--- src/timer_flags_regs.svh ---
// Register offsets, bit positions and reset values of the timer flag block
`ifndef TIMER_FLAGS_REGS_SVH
`define TIMER_FLAGS_REGS_SVH

`define OFS_CONTROL 12'h000
`define OFS_ENABLES 12'h00c
`define OFS_FLAGS 12'h010
`define OFS_GENERATE 12'h014
`define OFS_PENDING 12'h01c

`define BIT_UPDATE 0
`define BIT_CH1 1
`define BIT_TRIGGER 6
`define BIT_OVC1 9
`define BIT_UPD_DISABLE 1
`define BIT_UPD_SOURCE 2
`define BIT_DMA_CH1 9
`define BIT_GEN_UPDATE 0
`define BIT_GEN_TRIGGER 6

`define RST_FLAGS 16'h0000
`define RST_CONTROL 16'h0000
`define RST_ENABLES 16'h0000
`define RST_PENDING 16'h0000

`define MASK_FLAGS 16'h1e5f
`define MASK_CONTROL 16'h0006
`define MASK_ENABLES 16'h5f5f
`define MASK_PENDING 16'h005f

`define RESP_OKAY 2'b00
`define RESP_SLVERR 2'b10

`endif

--- src/timer_flags_pkg.sv ---
// Types shared by the timer flag block
package timer_flags_pkg;

    typedef enum logic [1:0] {
        BUS_IDLE = 2'b01,
        BUS_RESP = 2'b10
    } bus_state_t;

    typedef struct packed {
        logic counterOverflow;
        logic triggerReinit;
        logic triggerEvent;
    } timer_events_t;

    typedef struct packed {
        logic [3:0] match;
        logic [3:0] capture;
        logic [3:0] isInput;
        logic [3:0] captureRead;
    } chan_events_t;

    typedef struct packed {
        logic flag;
    } sticky_state_t;

    typedef struct packed {
        logic eventFlag;
        logic overFlag;
    } chan_state_t;

    typedef struct packed {
        bus_state_t writeState;
        bus_state_t readState;
        logic awReady;
        logic wReady;
        logic arReady;
        logic awHeld;
        logic wHeld;
        logic [11:0] awAddr;
        logic [31:0] wData;
        logic [3:0] wStrb;
        logic bValid;
        logic [1:0] bResp;
        logic rValid;
        logic [31:0] rData;
        logic [1:0] rResp;
        logic [15:0] control;
        logic [15:0] enables;
        logic [15:0] pending;
        logic swUpdate;
        logic swTrigger;
        logic updateEvent;
        logic irq;
        logic [3:0] chanIrq;
        logic [3:0] dmaReq;
    } top_state_t;

endpackage

--- src/channel_flag.sv ---
// Event and overcapture flags of one capture/compare channel
`timescale 1ns/1ps
module channel_flag
    import timer_flags_pkg::*;
(
    input wire logic ref_clk,
    input wire logic reset_n,
    input wire logic compareMatch,
    input wire logic captureEvent,
    input wire logic isInput,
    input wire logic captureRead,
    input wire logic clearEvent,
    input wire logic clearOver,
    output logic eventFlag,
    output logic overFlag
);

    chan_state_t s;
    chan_state_t next_s;
    logic setEvent;
    logic setOver;

    always_comb begin
        next_s = s;
        setEvent = isInput ? captureEvent : compareMatch;
        setOver = isInput & captureEvent & s.eventFlag;
        next_s.eventFlag = (s.eventFlag & ~(clearEvent | captureRead)) | setEvent;
        next_s.overFlag = (s.overFlag & ~clearOver) | setOver;
    end

    always_ff @(posedge ref_clk or negedge reset_n) begin
        if (!reset_n) begin
            s <= '0;
        end else begin
            s <= next_s;
        end
    end

    assign eventFlag = s.eventFlag;
    assign overFlag = s.overFlag;
endmodule

--- src/sticky_flag.sv ---
// Sticky flag set by hardware, cleared by software, set wins
`timescale 1ns/1ps
module sticky_flag
    import timer_flags_pkg::*;
(
    input wire logic ref_clk,
    input wire logic reset_n,
    input wire logic setPulse,
    input wire logic clearPulse,
    output logic flag
);

    sticky_state_t s;
    sticky_state_t next_s;

    always_comb begin
        next_s = s;
        next_s.flag = (s.flag & ~clearPulse) | setPulse;
    end

    always_ff @(posedge ref_clk or negedge reset_n) begin
        if (!reset_n) begin
            s <= '0;
        end else begin
            s <= next_s;
        end
    end

    assign flag = s.flag;
endmodule

--- src/timer_status_flags.sv ---
// Timer status flags with AXI4-Lite register access
`timescale 1ns/1ps
`include "timer_flags_regs.svh"
module timer_status_flags
    import timer_flags_pkg::*;
(
    input wire logic ref_clk,
    input wire logic reset_n,
    input wire logic [11:0] s_axi_awaddr,
    input wire logic s_axi_awvalid,
    output logic s_axi_awready,
    input wire logic [31:0] s_axi_wdata,
    input wire logic [3:0] s_axi_wstrb,
    input wire logic s_axi_wvalid,
    output logic s_axi_wready,
    output logic [1:0] s_axi_bresp,
    output logic s_axi_bvalid,
    input wire logic s_axi_bready,
    input wire logic [11:0] s_axi_araddr,
    input wire logic s_axi_arvalid,
    output logic s_axi_arready,
    output logic [31:0] s_axi_rdata,
    output logic [1:0] s_axi_rresp,
    output logic s_axi_rvalid,
    input wire logic s_axi_rready,
    input wire timer_events_t timerEvents,
    input wire chan_events_t chanEvents,
    output logic updateEvent,
    output logic irq,
    output logic [3:0] channelIrq,
    output logic [3:0] dmaRequest
);

    // ==========================================================
    // State and flag cells
    // ==========================================================
    top_state_t s;
    top_state_t next_s;

    logic updFlag;
    logic trigFlag;
    logic [3:0] chanFlags;
    logic [3:0] overFlags;
    logic [15:0] status;
    logic [15:0] flagClear;
    logic updateNow;
    logic trigNow;
    logic [3:0] chanSet;
    logic ud;
    logic urs;

    assign ud = s.control[`BIT_UPD_DISABLE];
    assign urs = s.control[`BIT_UPD_SOURCE];

    always_comb begin
        updateNow = 1'b0;
        if (!ud) begin
            updateNow = timerEvents.counterOverflow;
            if (!urs) begin
                updateNow = updateNow | s.swUpdate | timerEvents.triggerReinit;
            end
        end
    end

    assign trigNow = timerEvents.triggerEvent | s.swTrigger;
    assign chanSet = (chanEvents.isInput & chanEvents.capture)
        | (~chanEvents.isInput & chanEvents.match);

    sticky_flag u_update_flag (
        .ref_clk(ref_clk),
        .reset_n(reset_n),
        .setPulse(updateNow),
        .clearPulse(flagClear[`BIT_UPDATE]),
        .flag(updFlag)
    );

    sticky_flag u_trigger_flag (
        .ref_clk(ref_clk),
        .reset_n(reset_n),
        .setPulse(trigNow),
        .clearPulse(flagClear[`BIT_TRIGGER]),
        .flag(trigFlag)
    );

    genvar ch;
    generate
        for (ch = 0; ch < 4; ch++) begin : g_chan
            channel_flag u_chan (
                .ref_clk(ref_clk),
                .reset_n(reset_n),
                .compareMatch(chanEvents.match[ch]),
                .captureEvent(chanEvents.capture[ch]),
                .isInput(chanEvents.isInput[ch]),
                .captureRead(chanEvents.captureRead[ch]),
                .clearEvent(flagClear[`BIT_CH1 + ch]),
                .clearOver(flagClear[`BIT_OVC1 + ch]),
                .eventFlag(chanFlags[ch]),
                .overFlag(overFlags[ch])
            );
        end
    endgenerate

    assign status = {3'b000, overFlags, 2'b00, trigFlag, 1'b0, chanFlags, updFlag};

    // ==========================================================
    // Bus slave and registers
    // ==========================================================
    logic awTake;
    logic wTake;
    logic arTake;
    logic haveAw;
    logic haveW;
    logic doWrite;
    logic [11:0] wAddr;
    logic [31:0] wData;
    logic [3:0] wStrb;
    logic [15:0] laneMask;
    logic [15:0] pendClear;
    logic [15:0] pendSet;

    function automatic logic mapped(input logic [11:0] a);
        mapped = (a == `OFS_CONTROL) || (a == `OFS_ENABLES) || (a == `OFS_FLAGS)
            || (a == `OFS_GENERATE) || (a == `OFS_PENDING);
    endfunction

    function automatic logic [15:0] merge(input logic [15:0] old, input logic [15:0] d,
        input logic [15:0] m, input logic [15:0] keep);
        merge = ((old & ~m) | (d & m)) & keep;
    endfunction

    always_comb begin
        next_s = s;
        awTake = s_axi_awvalid & s.awReady;
        wTake = s_axi_wvalid & s.wReady;
        arTake = s_axi_arvalid & s.arReady;
        haveAw = s.awHeld | awTake;
        haveW = s.wHeld | wTake;
        wAddr = awTake ? s_axi_awaddr : s.awAddr;
        wData = wTake ? s_axi_wdata : s.wData;
        wStrb = wTake ? s_axi_wstrb : s.wStrb;
        laneMask = {{8{wStrb[1]}}, {8{wStrb[0]}}};
        doWrite = (s.writeState == BUS_IDLE) & haveAw & haveW;
        flagClear = 16'h0000;
        pendClear = 16'h0000;
        next_s.swUpdate = 1'b0;
        next_s.swTrigger = 1'b0;
        next_s.awAddr = wAddr;
        next_s.wData = wData;
        next_s.wStrb = wStrb;
        next_s.awHeld = haveAw;
        next_s.wHeld = haveW;

        // Write channel
        case (s.writeState)
            BUS_IDLE: begin
                if (doWrite) begin
                    next_s.writeState = BUS_RESP;
                    next_s.awHeld = 1'b0;
                    next_s.wHeld = 1'b0;
                    next_s.bValid = 1'b1;
                    next_s.bResp = mapped(wAddr) ? `RESP_OKAY : `RESP_SLVERR;
                    if (wAddr == `OFS_CONTROL) begin
                        next_s.control = merge(s.control, wData[15:0], laneMask,
                            `MASK_CONTROL);
                    end else if (wAddr == `OFS_ENABLES) begin
                        next_s.enables = merge(s.enables, wData[15:0], laneMask,
                            `MASK_ENABLES);
                    end else if (wAddr == `OFS_FLAGS) begin
                        flagClear = laneMask & ~wData[15:0] & `MASK_FLAGS;
                    end else if (wAddr == `OFS_GENERATE) begin
                        next_s.swUpdate = wStrb[0] & wData[`BIT_GEN_UPDATE];
                        next_s.swTrigger = wStrb[0] & wData[`BIT_GEN_TRIGGER];
                    end
                end
            end
            BUS_RESP: begin
                if (s_axi_bready) begin
                    next_s.writeState = BUS_IDLE;
                    next_s.bValid = 1'b0;
                end
            end
            default: begin
                next_s.writeState = BUS_IDLE;
            end
        endcase
        next_s.awReady = (next_s.writeState == BUS_IDLE) & ~next_s.awHeld;
        next_s.wReady = (next_s.writeState == BUS_IDLE) & ~next_s.wHeld;

        // Read channel
        case (s.readState)
            BUS_IDLE: begin
                if (arTake) begin
                    next_s.readState = BUS_RESP;
                    next_s.rValid = 1'b1;
                    next_s.rResp = `RESP_OKAY;
                    next_s.rData = 32'h0000_0000;
                    if (s_axi_araddr == `OFS_CONTROL) begin
                        next_s.rData[15:0] = s.control;
                    end else if (s_axi_araddr == `OFS_ENABLES) begin
                        next_s.rData[15:0] = s.enables;
                    end else if (s_axi_araddr == `OFS_FLAGS) begin
                        next_s.rData[15:0] = status;
                    end else if (s_axi_araddr == `OFS_GENERATE) begin
                        next_s.rData = 32'h0000_0000;
                    end else if (s_axi_araddr == `OFS_PENDING) begin
                        next_s.rData[15:0] = s.pending;
                        pendClear = s.pending;
                    end else begin
                        next_s.rResp = `RESP_SLVERR;
                    end
                end
            end
            BUS_RESP: begin
                if (s_axi_rready) begin
                    next_s.readState = BUS_IDLE;
                    next_s.rValid = 1'b0;
                end
            end
            default: begin
                next_s.readState = BUS_IDLE;
            end
        endcase
        next_s.arReady = next_s.readState == BUS_IDLE;

        // ======================================================
        // Pending events and interrupt outputs
        // ======================================================
        pendSet = {9'h000, trigNow, 1'b0, chanSet, updateNow};
        next_s.pending = ((s.pending & ~pendClear) | pendSet) & `MASK_PENDING;
        next_s.irq = |(next_s.pending & s.enables & `MASK_PENDING);
        next_s.updateEvent = updateNow;
        next_s.chanIrq = chanFlags & s.enables[`BIT_CH1 +: 4];
        next_s.dmaReq = chanFlags & s.enables[`BIT_DMA_CH1 +: 4];
    end

    always_ff @(posedge ref_clk or negedge reset_n) begin
        if (!reset_n) begin
            s <= '0;
            s.writeState <= BUS_IDLE;
            s.readState <= BUS_IDLE;
            s.control <= `RST_CONTROL;
            s.enables <= `RST_ENABLES;
            s.pending <= `RST_PENDING;
        end else begin
            s <= next_s;
        end
    end

    assign s_axi_awready = s.awReady;
    assign s_axi_wready = s.wReady;
    assign s_axi_bvalid = s.bValid;
    assign s_axi_bresp = s.bResp;
    assign s_axi_arready = s.arReady;
    assign s_axi_rvalid = s.rValid;
    assign s_axi_rdata = s.rData;
    assign s_axi_rresp = s.rResp;
    assign updateEvent = s.updateEvent;
    assign irq = s.irq;
    assign channelIrq = s.chanIrq;
    assign dmaRequest = s.dmaReq;
endmodule
--- config.mk ---
export PLATFORM = sky130hd
export DESIGN_NAME = timer_status_flags
export DESIGN_NICKNAME = d
export VERILOG_FILES = /design/src/timer_flags_pkg.sv /design/src/channel_flag.sv /design/src/sticky_flag.sv /design/src/timer_status_flags.sv
export VERILOG_INCLUDE_DIRS = /design/src
export SDC_FILE = /design/constraint.sdc
export NUM_CORES = 1
export LEC_CHECK = 0
export BUFFER_PORTS_ARGS = -buffer_cell sky130_fd_sc_hd__buf_4
export CAP_MARGIN = 25
export CORE_AREA = 2 2 126 128
export CTS_BUF_LIST = sky130_fd_sc_hd__clkbuf_4 sky130_fd_sc_hd__clkbuf_8 sky130_fd_sc_hd__clkbuf_16
export DETAILED_ROUTE_END_ITERATION = 10
export DIE_AREA = 0 0 128 130
export PLACE_DENSITY_LB_ADDON = 0.15
export SETUP_SLACK_MARGIN = 0.15
export SLEW_MARGIN = 25
export SYNTH_ARGS = -nofsm -noshare
export SYNTH_HDL_FRONTEND = slang
export SYNTH_SLANG_ARGS = --single-unit
--- constraint.sdc ---
create_clock -name ref_clk -period 2.1 [get_ports ref_clk]
set_input_delay 0.105 -clock ref_clk [delete_from_list [all_inputs] [get_ports ref_clk]]
set_output_delay 0.105 -clock ref_clk [all_outputs]
set_load 0.03 [all_outputs]
==> results of run 1 <==
## cells in the final DEF, fill, tap and decap left out, drive strengths merged, types with 10 or more instances in the layout
| cell type | synthesis | final |
|---|---|---|
| clkbuf | 7 | 11 |
| mux2 | 29 | 29 |
| a21oi | 22 | 22 |
| nand3 | 14 | 14 |
| a21o | 12 | 12 |
| inv | 15 | 16 |
| dfrtp | 91 | 91 |
| nand2 | 63 | 63 |
| o21ai | 20 | 20 |
| nor2 | 23 | 23 |
| and2 | 10 | 10 |
| conb | 1 | 22 |
| buf | 48 | 111 |
## power breakdown
| group | switching (mW) | total [mW] | leakage, nW | internal, mW |
|---|---|---|---|---|
| Clock | 0.697 | 1.81 | 0.162 | 1.11 |
| Sequential | 0.216 | 2.38 | 1.14 | 2.17 |
| Combinational | 0.968 | 1.70 | 1.42 | 0.728 |
## stage by stage
stage	total power [mW]	util [%]	std cells	worst slack, ns
after floorplan	3.488	-	453	0.1534
after global placement	3.982	33.95	697	0.05562
after detailed placement	4.028	33.95	697	0.06643
after CTS	5.882	36.78	722	0.1506
after global routing	6.269	37.20	725	0.1555
final	5.887	37.20	725	0.2591
## logic make-up after synthesis
logic type | after synthesis | share of synthesized area (%)
flops | 93 | 52.00
simple gates | 144 | 15.50
compound gates | 89 | 13.77
mux | 31 | 7.819
other cells | 1 | 0.08370
fa+ha+maj | 4 | 1.117
buf+inv | 70 | 9.718
## cell type report
| class | instances | area, sq um | share of cell area [%] |
|---|---|---|---|
| Sequential cell | 93 | 2330 | 40.60 |
| Multi-Input combinational cell | 290 | 1844 | 32.14 |
| Inverter | 15 | 56.30 | 0.9812 |
| Tap cell | 192 | 240.2 | 4.187 |
| Timing Repair Buffer | 119 | 933.4 | 16.27 |
| Clock inverter | 5 | 81.33 | 1.417 |
| Clock buffer | 11 | 252.7 | 4.405 |
## metal layers
layer / vias to the layer above / track usage, % / routed length [um]
met1: 1601 / 18.97 / 5234
met3: 11 / 2.870 / 516
li1: 1636 / - / -
met5: - / 0 / 0
met4: 0 / 5.430 / 178
met2: 81 / 22.27 / 5176
## synthesized netlist by cell type (3+ instances only)
cell,instances,area share [%]
o21bai_1,3,0.50
dfrtp_1,91,51
a21o_1,12,2.0
mux2_2,16,4.0
a21oi_1,22,2.5
o221ai_1,5,0.98
buf_4,45,7.5
nand3_1,11,1.2
or3_1,3,0.42
nor4_1,3,0.42
nor2_1,23,1.9
and2_1,10,1.4
nor2b_1,8,1.1
inv_1,15,1.3
a32o_1,6,1.3
buf_2,3,0.34
a22oi_1,3,0.50
nand2_1,63,5.3
and3_1,3,0.42
mux2_1,12,3.0
ha_1,4,1.1
o21ai_0,20,2.2
nor3_1,8,0.89
nand3_2,3,0.67
a31oi_1,6,0.84
clkbuf_1,7,0.59
## how the worst max path moves through the flow
stage,endpoint,startpoint,depth (start not counted)
after global routing,s_axi_rdata[8],s[151],6
after detailed placement,s_axi_rdata[14],s[151],6
after floorplan,flip-flop,s_axi_awready,6
after global placement,s_axi_rdata[14],s[151],6
final,s_axi_rdata[14],s[151],6
after CTS,flip-flop,s[153],6
## critical path: stages, from the launching register on
cell	delay, ns
dfstp_2	0.56
ha_2	0.22
nand3_1	0.17
buf_4	0.22
nor4_2	0.33
buf_4	0.17
a22o_1	0.11
## repair_timing
action	in CTS	in global routing
setup endpoints to repair	16	34
hold endpoints to repair	39	0
pin swaps	1	2
buffers inserted	1	3
gates resized for setup	3	11
hold buffers	8	0
==> results.md, run 1 <==
* Status: finished clean
* CTS buffer count at 9
* GR Overflow Total at 0
* Slew HR at 65.90%
* Final #Nets at between 600 and 700
* DRT Pass-1 Iters at 4
* MaxCap Viol Count at 0
* Post-synthesis cell area at approximately 4500 sq um
* Worst hold stages at 2
* Vias in the first global route at around 3300
* Clock sink count at 93
* Drt total wl at approximately 11000 um
* First-pass GRT wire length at about 18000 um
* Core Region at roughly 15000 sq um
* Post-Synthesis Cells at around 430
* Gpl congestion at approximately 0.78
* Fin Setup TNS at 0 ns
* DRC at 0
* #FFs+latches synth at 93
* Die Span X at 128 um
* Post-route design area at 5738 sq um
* RSZ-0062 raised after global routing: false
* Post-synthesis cell type count at 46
* Measured slew at the worst slew-check pin at 0.5061 ns
* # diodes at 0
* Ports at between 100 and 150
* Tcrit/Tclk final at 87.66%
* 1st-iter DRT viols at approximately 170
* IO Port Bufs at 92
* Number of setup violations in the final report at 0
* Post-synth EDFFs at 0
* GRT Resource Usage Total at ~14%
* Yosys warnings at 0
* Reg2reg end: s_axi_rdata[14]
* Initial Util at 29.05%
* Post-synth ARST share at 100.0%
* Setup crit start kind: flip-flop
* FF-to-FF path depth at 6
* Hold Crit Class: in2reg
* Worst-Skew Late Latency at 0.34 ns
* Clock-pin transition on the worst setup and hold timing paths at ~0.070 ns
* Sequential fraction of the synthesis area at around 52%
* Placement Cell Area at 5236 sq um
* H-tree levels at 3
* Routed vias at approximately 3300
* DIE AREA at between 15000 and 20000 sq um
* Tmin final at ~1.8 ns
* HPWL after detailed placement at about 8600 um
* Data required time of the worst path at 2.39 ns
* WL per Instance at around 15 um
* CTS tree: built
* Layout Area Growth over Synthesis at 28.06%
* P_leak at roughly 2.7 nW
* Peak VDD IR at between 0.4 and 0.5 mV
* FF-to-FF setup slack at 0.26 ns
* Root buffer cell: clkbuf_16
* Clock buffer depth at 2
* Number of routed nets with antenna violations at 0
* Worst setup EP type: flip-flop
* Hold Crit Start: s_axi_awaddr[5]
* Clock Skew at between 0.007 and 0.008 ns
* Slew Viols, Final at 0
* Setup CP Type: reg2reg
* Critical Path AT at roughly 2.1 ns
* Mean Syn Cell Area at 10.37 sq um
* Final hold vios at 0
* Power Density at slightly above 1000 nW/um^2
* Largest net degree at the start of global routing at 40
* Hold path endpoint: s[139]
* Layout filler cell count at between 1500 and 2000
* Min Hold Slack at about 0.015 ns
* Die Span Y at ~130 um
* Row count at 46
* Fmax at about 0.54 GHz
* Main flop type after synthesis: dfrtp_1
* Initial antenna violation count at 0
* Max FO, Critical Path at 9
* Vias per std cell at 4.592
* Ratio of cells with drive above 1 in the final layout at 30.58%
* RR Startpoint: s[151]
Power figures use the tool's default switching activity.
==> run 2, diff against run 1 <==
PLACE_DENSITY_LB_ADDON = 0.2   (was 0.15)
==> run 2 against run 1 <==
Via count hardly changed. First-iteration DRC count down 28%. Sequential share of layout area increased by 0.68 points. Cell count is 0.55% lower. Clock power fell by 15%. Clock-buffer cell count did not move. Critical path type unchanged. Die area unchanged. Maximum frequency is 1.0% lower.
==> results.md, run 2 (synthesis gave the netlist of run 1 again) <==
* Ports at 137
* Die Span X at 128 um
* Slew Viols, Final at 0
* Critical Path AT at about 2.1 ns
* Clock Skew at roughly 0.0074 ns
* P_leak at roughly 2.7 nW
* Initial antenna violation count at 0
* Measured slew at the worst slew-check pin at about 0.52 ns
* DRT Pass-1 Iters at 4
* 1st-iter DRT viols at between 100 and 150
* Worst slack, placed at around 0.12 ns
* First-pass GRT wire length at roughly 17000 um
* # diodes at 0
* H-tree levels at 3
* Root buffer cell: clkbuf_16
* Worst hold stages at 2
* Gpl congestion at 0.8072
* Kind of cell adding the most delay to the critical path: flip-flops
* Routed vias at about 3300
* Clock sink count at 93
* Drt total wl at 10980 um
* Worst setup EP type: flip-flop
* FF-to-FF path depth at 6
* Data required time of the worst path at 2.32 ns
* Tmin final at between 1.5 and 2 ns
* Fmax at roughly 0.54 GHz
* Number of routed nets with antenna violations at 0
* Largest net degree at the start of global routing at 42
* Layout Area Growth over Synthesis at 25.94%
* DRC at 0
* CP Cell Sequence: ha_4 > o221ai_2 > nor3b_2 > buf_4 > nand3_4 > mux2_1
* Max FO, Critical Path at 6
* IO Port Bufs at 92
* CP Depth at 6
* GR Overflow Total at 0
* Peak VDD IR at approximately 0.7 mV
* Crit-path max cell delay at around 0.58 ns
* HPWL after detailed placement at 8516 um
* Clock-pin transition on the worst setup and hold timing paths at 0.06 ns
* Slew HR at around two thirds
* MaxCap Viol Count at 0
* Vias in the first global route at about 3300
* RSZ-0062 raised after global routing: false
* Status: finished clean
* Clock buffer depth at 2
* Post-route design area at about 5600 sq um
* CTS tree: built
* CP max stage cell: dfstp_2
* Power Density at between 900 and 1000 nW/um^2
* Ratio of cells with drive above 1 in the final layout at between 20% and 30%
* Vias per std cell at around 4.6
* Core Region at about 15000 sq um
* Fin Setup TNS at 0 ns
* Final #Nets at 614
* Finished Layout Cells at 721
* Core Util, Final at 36.58%
* Tcrit/Tclk final at 88.58%
* Placement Cell Area at between 5000 and 6000 sq um
* Crit path buf inv count at 1
* DIE AREA at approximately 17000 sq um
* Setup crit start kind: flip-flop
* CTS buffer count at 9
* Leading cell type in the layout, fill and taps excluded: buf_4
* Final hold vios at 0
* Final worst slack at around 0.24 ns
* WL per Instance at about 15 um
* DP Cell Count at ~700
* Commonest cells after routing, fill and taps aside: buf_4 (107), dfrtp_1 (91), nand2_1 (62)
* Die Span Y at around 130 um
* Hold Crit Class: in2reg
* Initial Util at between 20% and 30%
* Min Hold Slack at between 0.01 and 0.015 ns
* Row count at 46
* Layout filler cell count at ~1600
* Setup CP Type: reg2reg
* GRT Resource Usage Total at a little over an eighth
* Number of setup violations in the final report at 0
* Worst-Skew Late Latency at 0.34 ns
* Total power at between 5 and 6 mW
==> run 2: path summary, 6_finish.rpt <==
check / slack, ns / to / start
worst max-delay path: 0.24 / flip-flop / s[153]
worst min-delay path: 0.01 / s[144] / s_axi_awaddr[10]
worst max register to register: 0.24 / flip-flop / s[153]
worst min register to register: 0.47 / s[110] / s[110]
max in group asynchronous: 1.15 / s[151] / reset_n
min in group asynchronous: 0.24 / s[108] / reset_n
==> run 2: repair_timing <==
item | in CTS | in global routing
pin swaps | 0 | 1
hold endpoints to repair | 33 | 0
gates resized for setup | 3 | 6
buffers inserted | 0 | 0
endpoints found under the setup margin | 14 | 18
hold buffers | 7 | 0
==> run 2: per-layer routing <==
metal,wire (um),global-route usage (%),up-vias
met2,5179,22.43,94
li1,-,-,1637
met4,108,3.103,0
met3,566,4.018,8
met1,5121,17.74,1588
met5,0,0,-
==> run 2: cell type report <==
type | count | area [sq um] | share of cell area [%]
clock buffer | 11 | 246.5 | 4.368
multi-input combinational | 290 | 1842 | 32.64
timing repair buffer | 115 | 893.4 | 15.83
clock inverter | 5 | 35.03 | 0.6208
tap | 192 | 240.2 | 4.257
inverter | 15 | 56.30 | 0.9978
sequential | 93 | 2330 | 41.29
==> run 2: power by group <==
group          switching (mW)  internal (mW)  leakage [nW]
Combinational           0.961          0.702          1.40
Clock                   0.683          0.850         0.139
Sequential              0.214           2.17          1.14
Total                    1.86           3.72          2.68
==> run 3, diff against run 2 <==
CORE_AREA = 2 2 140 115   (was 2 2 126 128)
DIE_AREA = 0 0 142 117   (was 0 0 128 130)
==> run 3 against run 2 <==
Power up 3.9%. Worst setup slack improved by 0.039 ns. Register-to-register slack better by 0.04 ns. Clock skew grew 0.0024 ns. Via count is 1.0% higher. Sequential share of layout area is 0.27 points lower. Worst hold slack got worse by 0.0064 ns. Combinational power barely moved. Cell count is 0.14% higher. Sequential power about the same.
==> results.md, run 3 (synthesis gave the netlist of run 1 again) <==
* HPWL after detailed placement at ~8600 um
* FF-to-FF setup slack at 0.28 ns
* Met1 usage at between 20% and 30%
* DIE AREA at 16610 sq um
* Commonest cells after routing, fill and taps aside: buf_4 (108), dfrtp_1 (91), nand2_1 (62)
* Vias per std cell at 4.655
* GR Overflow Total at 0
* Worst setup EP type: flip-flop
* Layout Area Growth over Synthesis at 26.78%
* MaxCap Viol Count at 0
* Worst hold stages at 3
* Final hold vios at 0
* RSZ-0062 raised after global routing: true
* Clock sink count at 93
* Final #Nets at between 600 and 700
* Die Span Y at about 120 um
* Core Region at between 15000 and 20000 sq um
* Ports at around 140
* Tmin final at 1.821 ns
* Initial Util at slightly below 30%
* Hold Crit Class: in2reg
* DRT Pass-1 Iters at 4
* 1st-iter DRT viols at ~200
* Final worst slack at between 0.2 and 0.3 ns
* Fin Setup TNS at 0 ns
* Placement Cell Area at about 5200 sq um
* Met3 Use GR at roughly 4.4%
* Number of setup violations in the final report at 0
* Die Span X at around 140 um
* Post-route design area at roughly 5700 sq um
* Hold path endpoint: s[112]
* CTS tree: built
* FF-to-FF path depth at 6
* Worst slack, placed at -0.0003240 ns
* Data required time of the worst path at around 2.3 ns
* Initial antenna violation count at 0
* Gpl congestion at roughly 0.82
* GR Util met2 at between 20% and 30%
* Root buffer cell: clkbuf_16
* Setup CP Type: reg2reg
* Status: finished clean
* Vias in the first global route at roughly 3400
* Power Density at between 1000 and 1500 nW/um^2
* Leading cell type in the layout, fill and taps excluded: buf_4
* Setup crit start kind: flip-flop
* Row count at 41
* GRT Resource Usage Total at between 10% and 20%
* CTS buffer count at 9
* Critical Path AT at about 2.1 ns
* Worst-Skew Late Latency at between 0.3 and 0.4 ns
* Peak VDD IR at ~0.38 mV
* Tcrit/Tclk final at 86.72%
* Slew Viols, Final at 0
* # diodes at 0
* Fmax at between 0.5 and 0.6 GHz
* IO Port Bufs at between 90 and 100
* DRC at 0
* Ratio of cells with drive above 1 in the final layout at approximately 29%
* H-tree levels at 3
* WL per Instance at 15.54 um
* First-pass GRT wire length at 18150 um
* Drt total wl at ~11000 um
* GRT Max-Usage Layer: met2
* RR Startpoint: s[153]
* Clock Skew at around 0.0097 ns
* Largest net degree at the start of global routing at 41
* Clock-pin transition on the worst setup and hold timing paths at 0.06 ns
* Clock buffer depth at 2
* Max FO, Critical Path at 7
* Hold Crit Start: s_axi_wdata[10]
* P_leak at 2.707 nW
* Number of routed nets with antenna violations at 0
* Routed vias at 3361
run 3: worst max-delay path, cell delays in order (launching register included):
cell and delay (ns):
dfstp_2 0.55, ha_1 0.18, buf_4 0.15, o21ai_1 0.10, nor3_1 0.25, nand3_1 0.17
mux2_2 0.30
run 3: final cells by class:
cell class                      count  area, sq um
Fill cell                        1548         9658
Sequential cell                    93         2330
Multi-Input combinational cell    290         1831
Timing Repair Buffer              116        900.9
Clock buffer                       13        261.5
Tap cell                          193        241.5
Clock inverter                      2        60.06
Inverter                           15        56.30
run 3: routing by layer:
layer | share of wire, % | up-vias
li1 | - | 1631
met5 | 0 | -
met3 | 5.4 | 12
met2 | 45 | 95
met1 | 49 | 1623
met4 | 1.2 | 0
run 3: worst max path at each step:
stage	to	slack, ns	startpoint
floorplan	flip-flop	0.15	s_axi_awready
global placement	flip-flop	0.06	s_axi_awready
detailed placement	flip-flop	-0.0003	s_axi_awready
CTS	flip-flop	0.15	s_axi_awready
global route	flip-flop	0.15	s[153]
finish	flip-flop	0.28	s[153]
run 3: what timing repair did:
item / in CTS / in global routing
pin swaps: 1 / 2
endpoints found under the hold margin: 32 / 0
endpoints found under the setup margin: 18 / 24
resized for setup: 1 / 8
setup buffers: 2 / 0
hold buffers: 7 / 0
run 3: per-stage QoR:
step	total power, mW	hold slack, ns	instances	util [%]
2_1_floorplan	3.488	-0.1906	453	-
3_3_place_gp	3.987	0.05976	698	34.15
3_5_place_dp	4.024	0.06284	698	34.15
4_1_cts	5.832	0.0002107	722	36.81
5_1_grt	6.204	0.0002126	722	37.03
6_report	5.795	0.006376	722	37.03
run 3: power breakdown:
| part | leakage, nW | switching, mW | total [mW] | internal, mW |
|---|---|---|---|---|
| logic | 1.41 | 0.956 | 1.65 | 0.691 |
| registers | 1.14 | 0.207 | 2.37 | 2.17 |
| clock network | 0.160 | 0.663 | 1.77 | 1.11 |
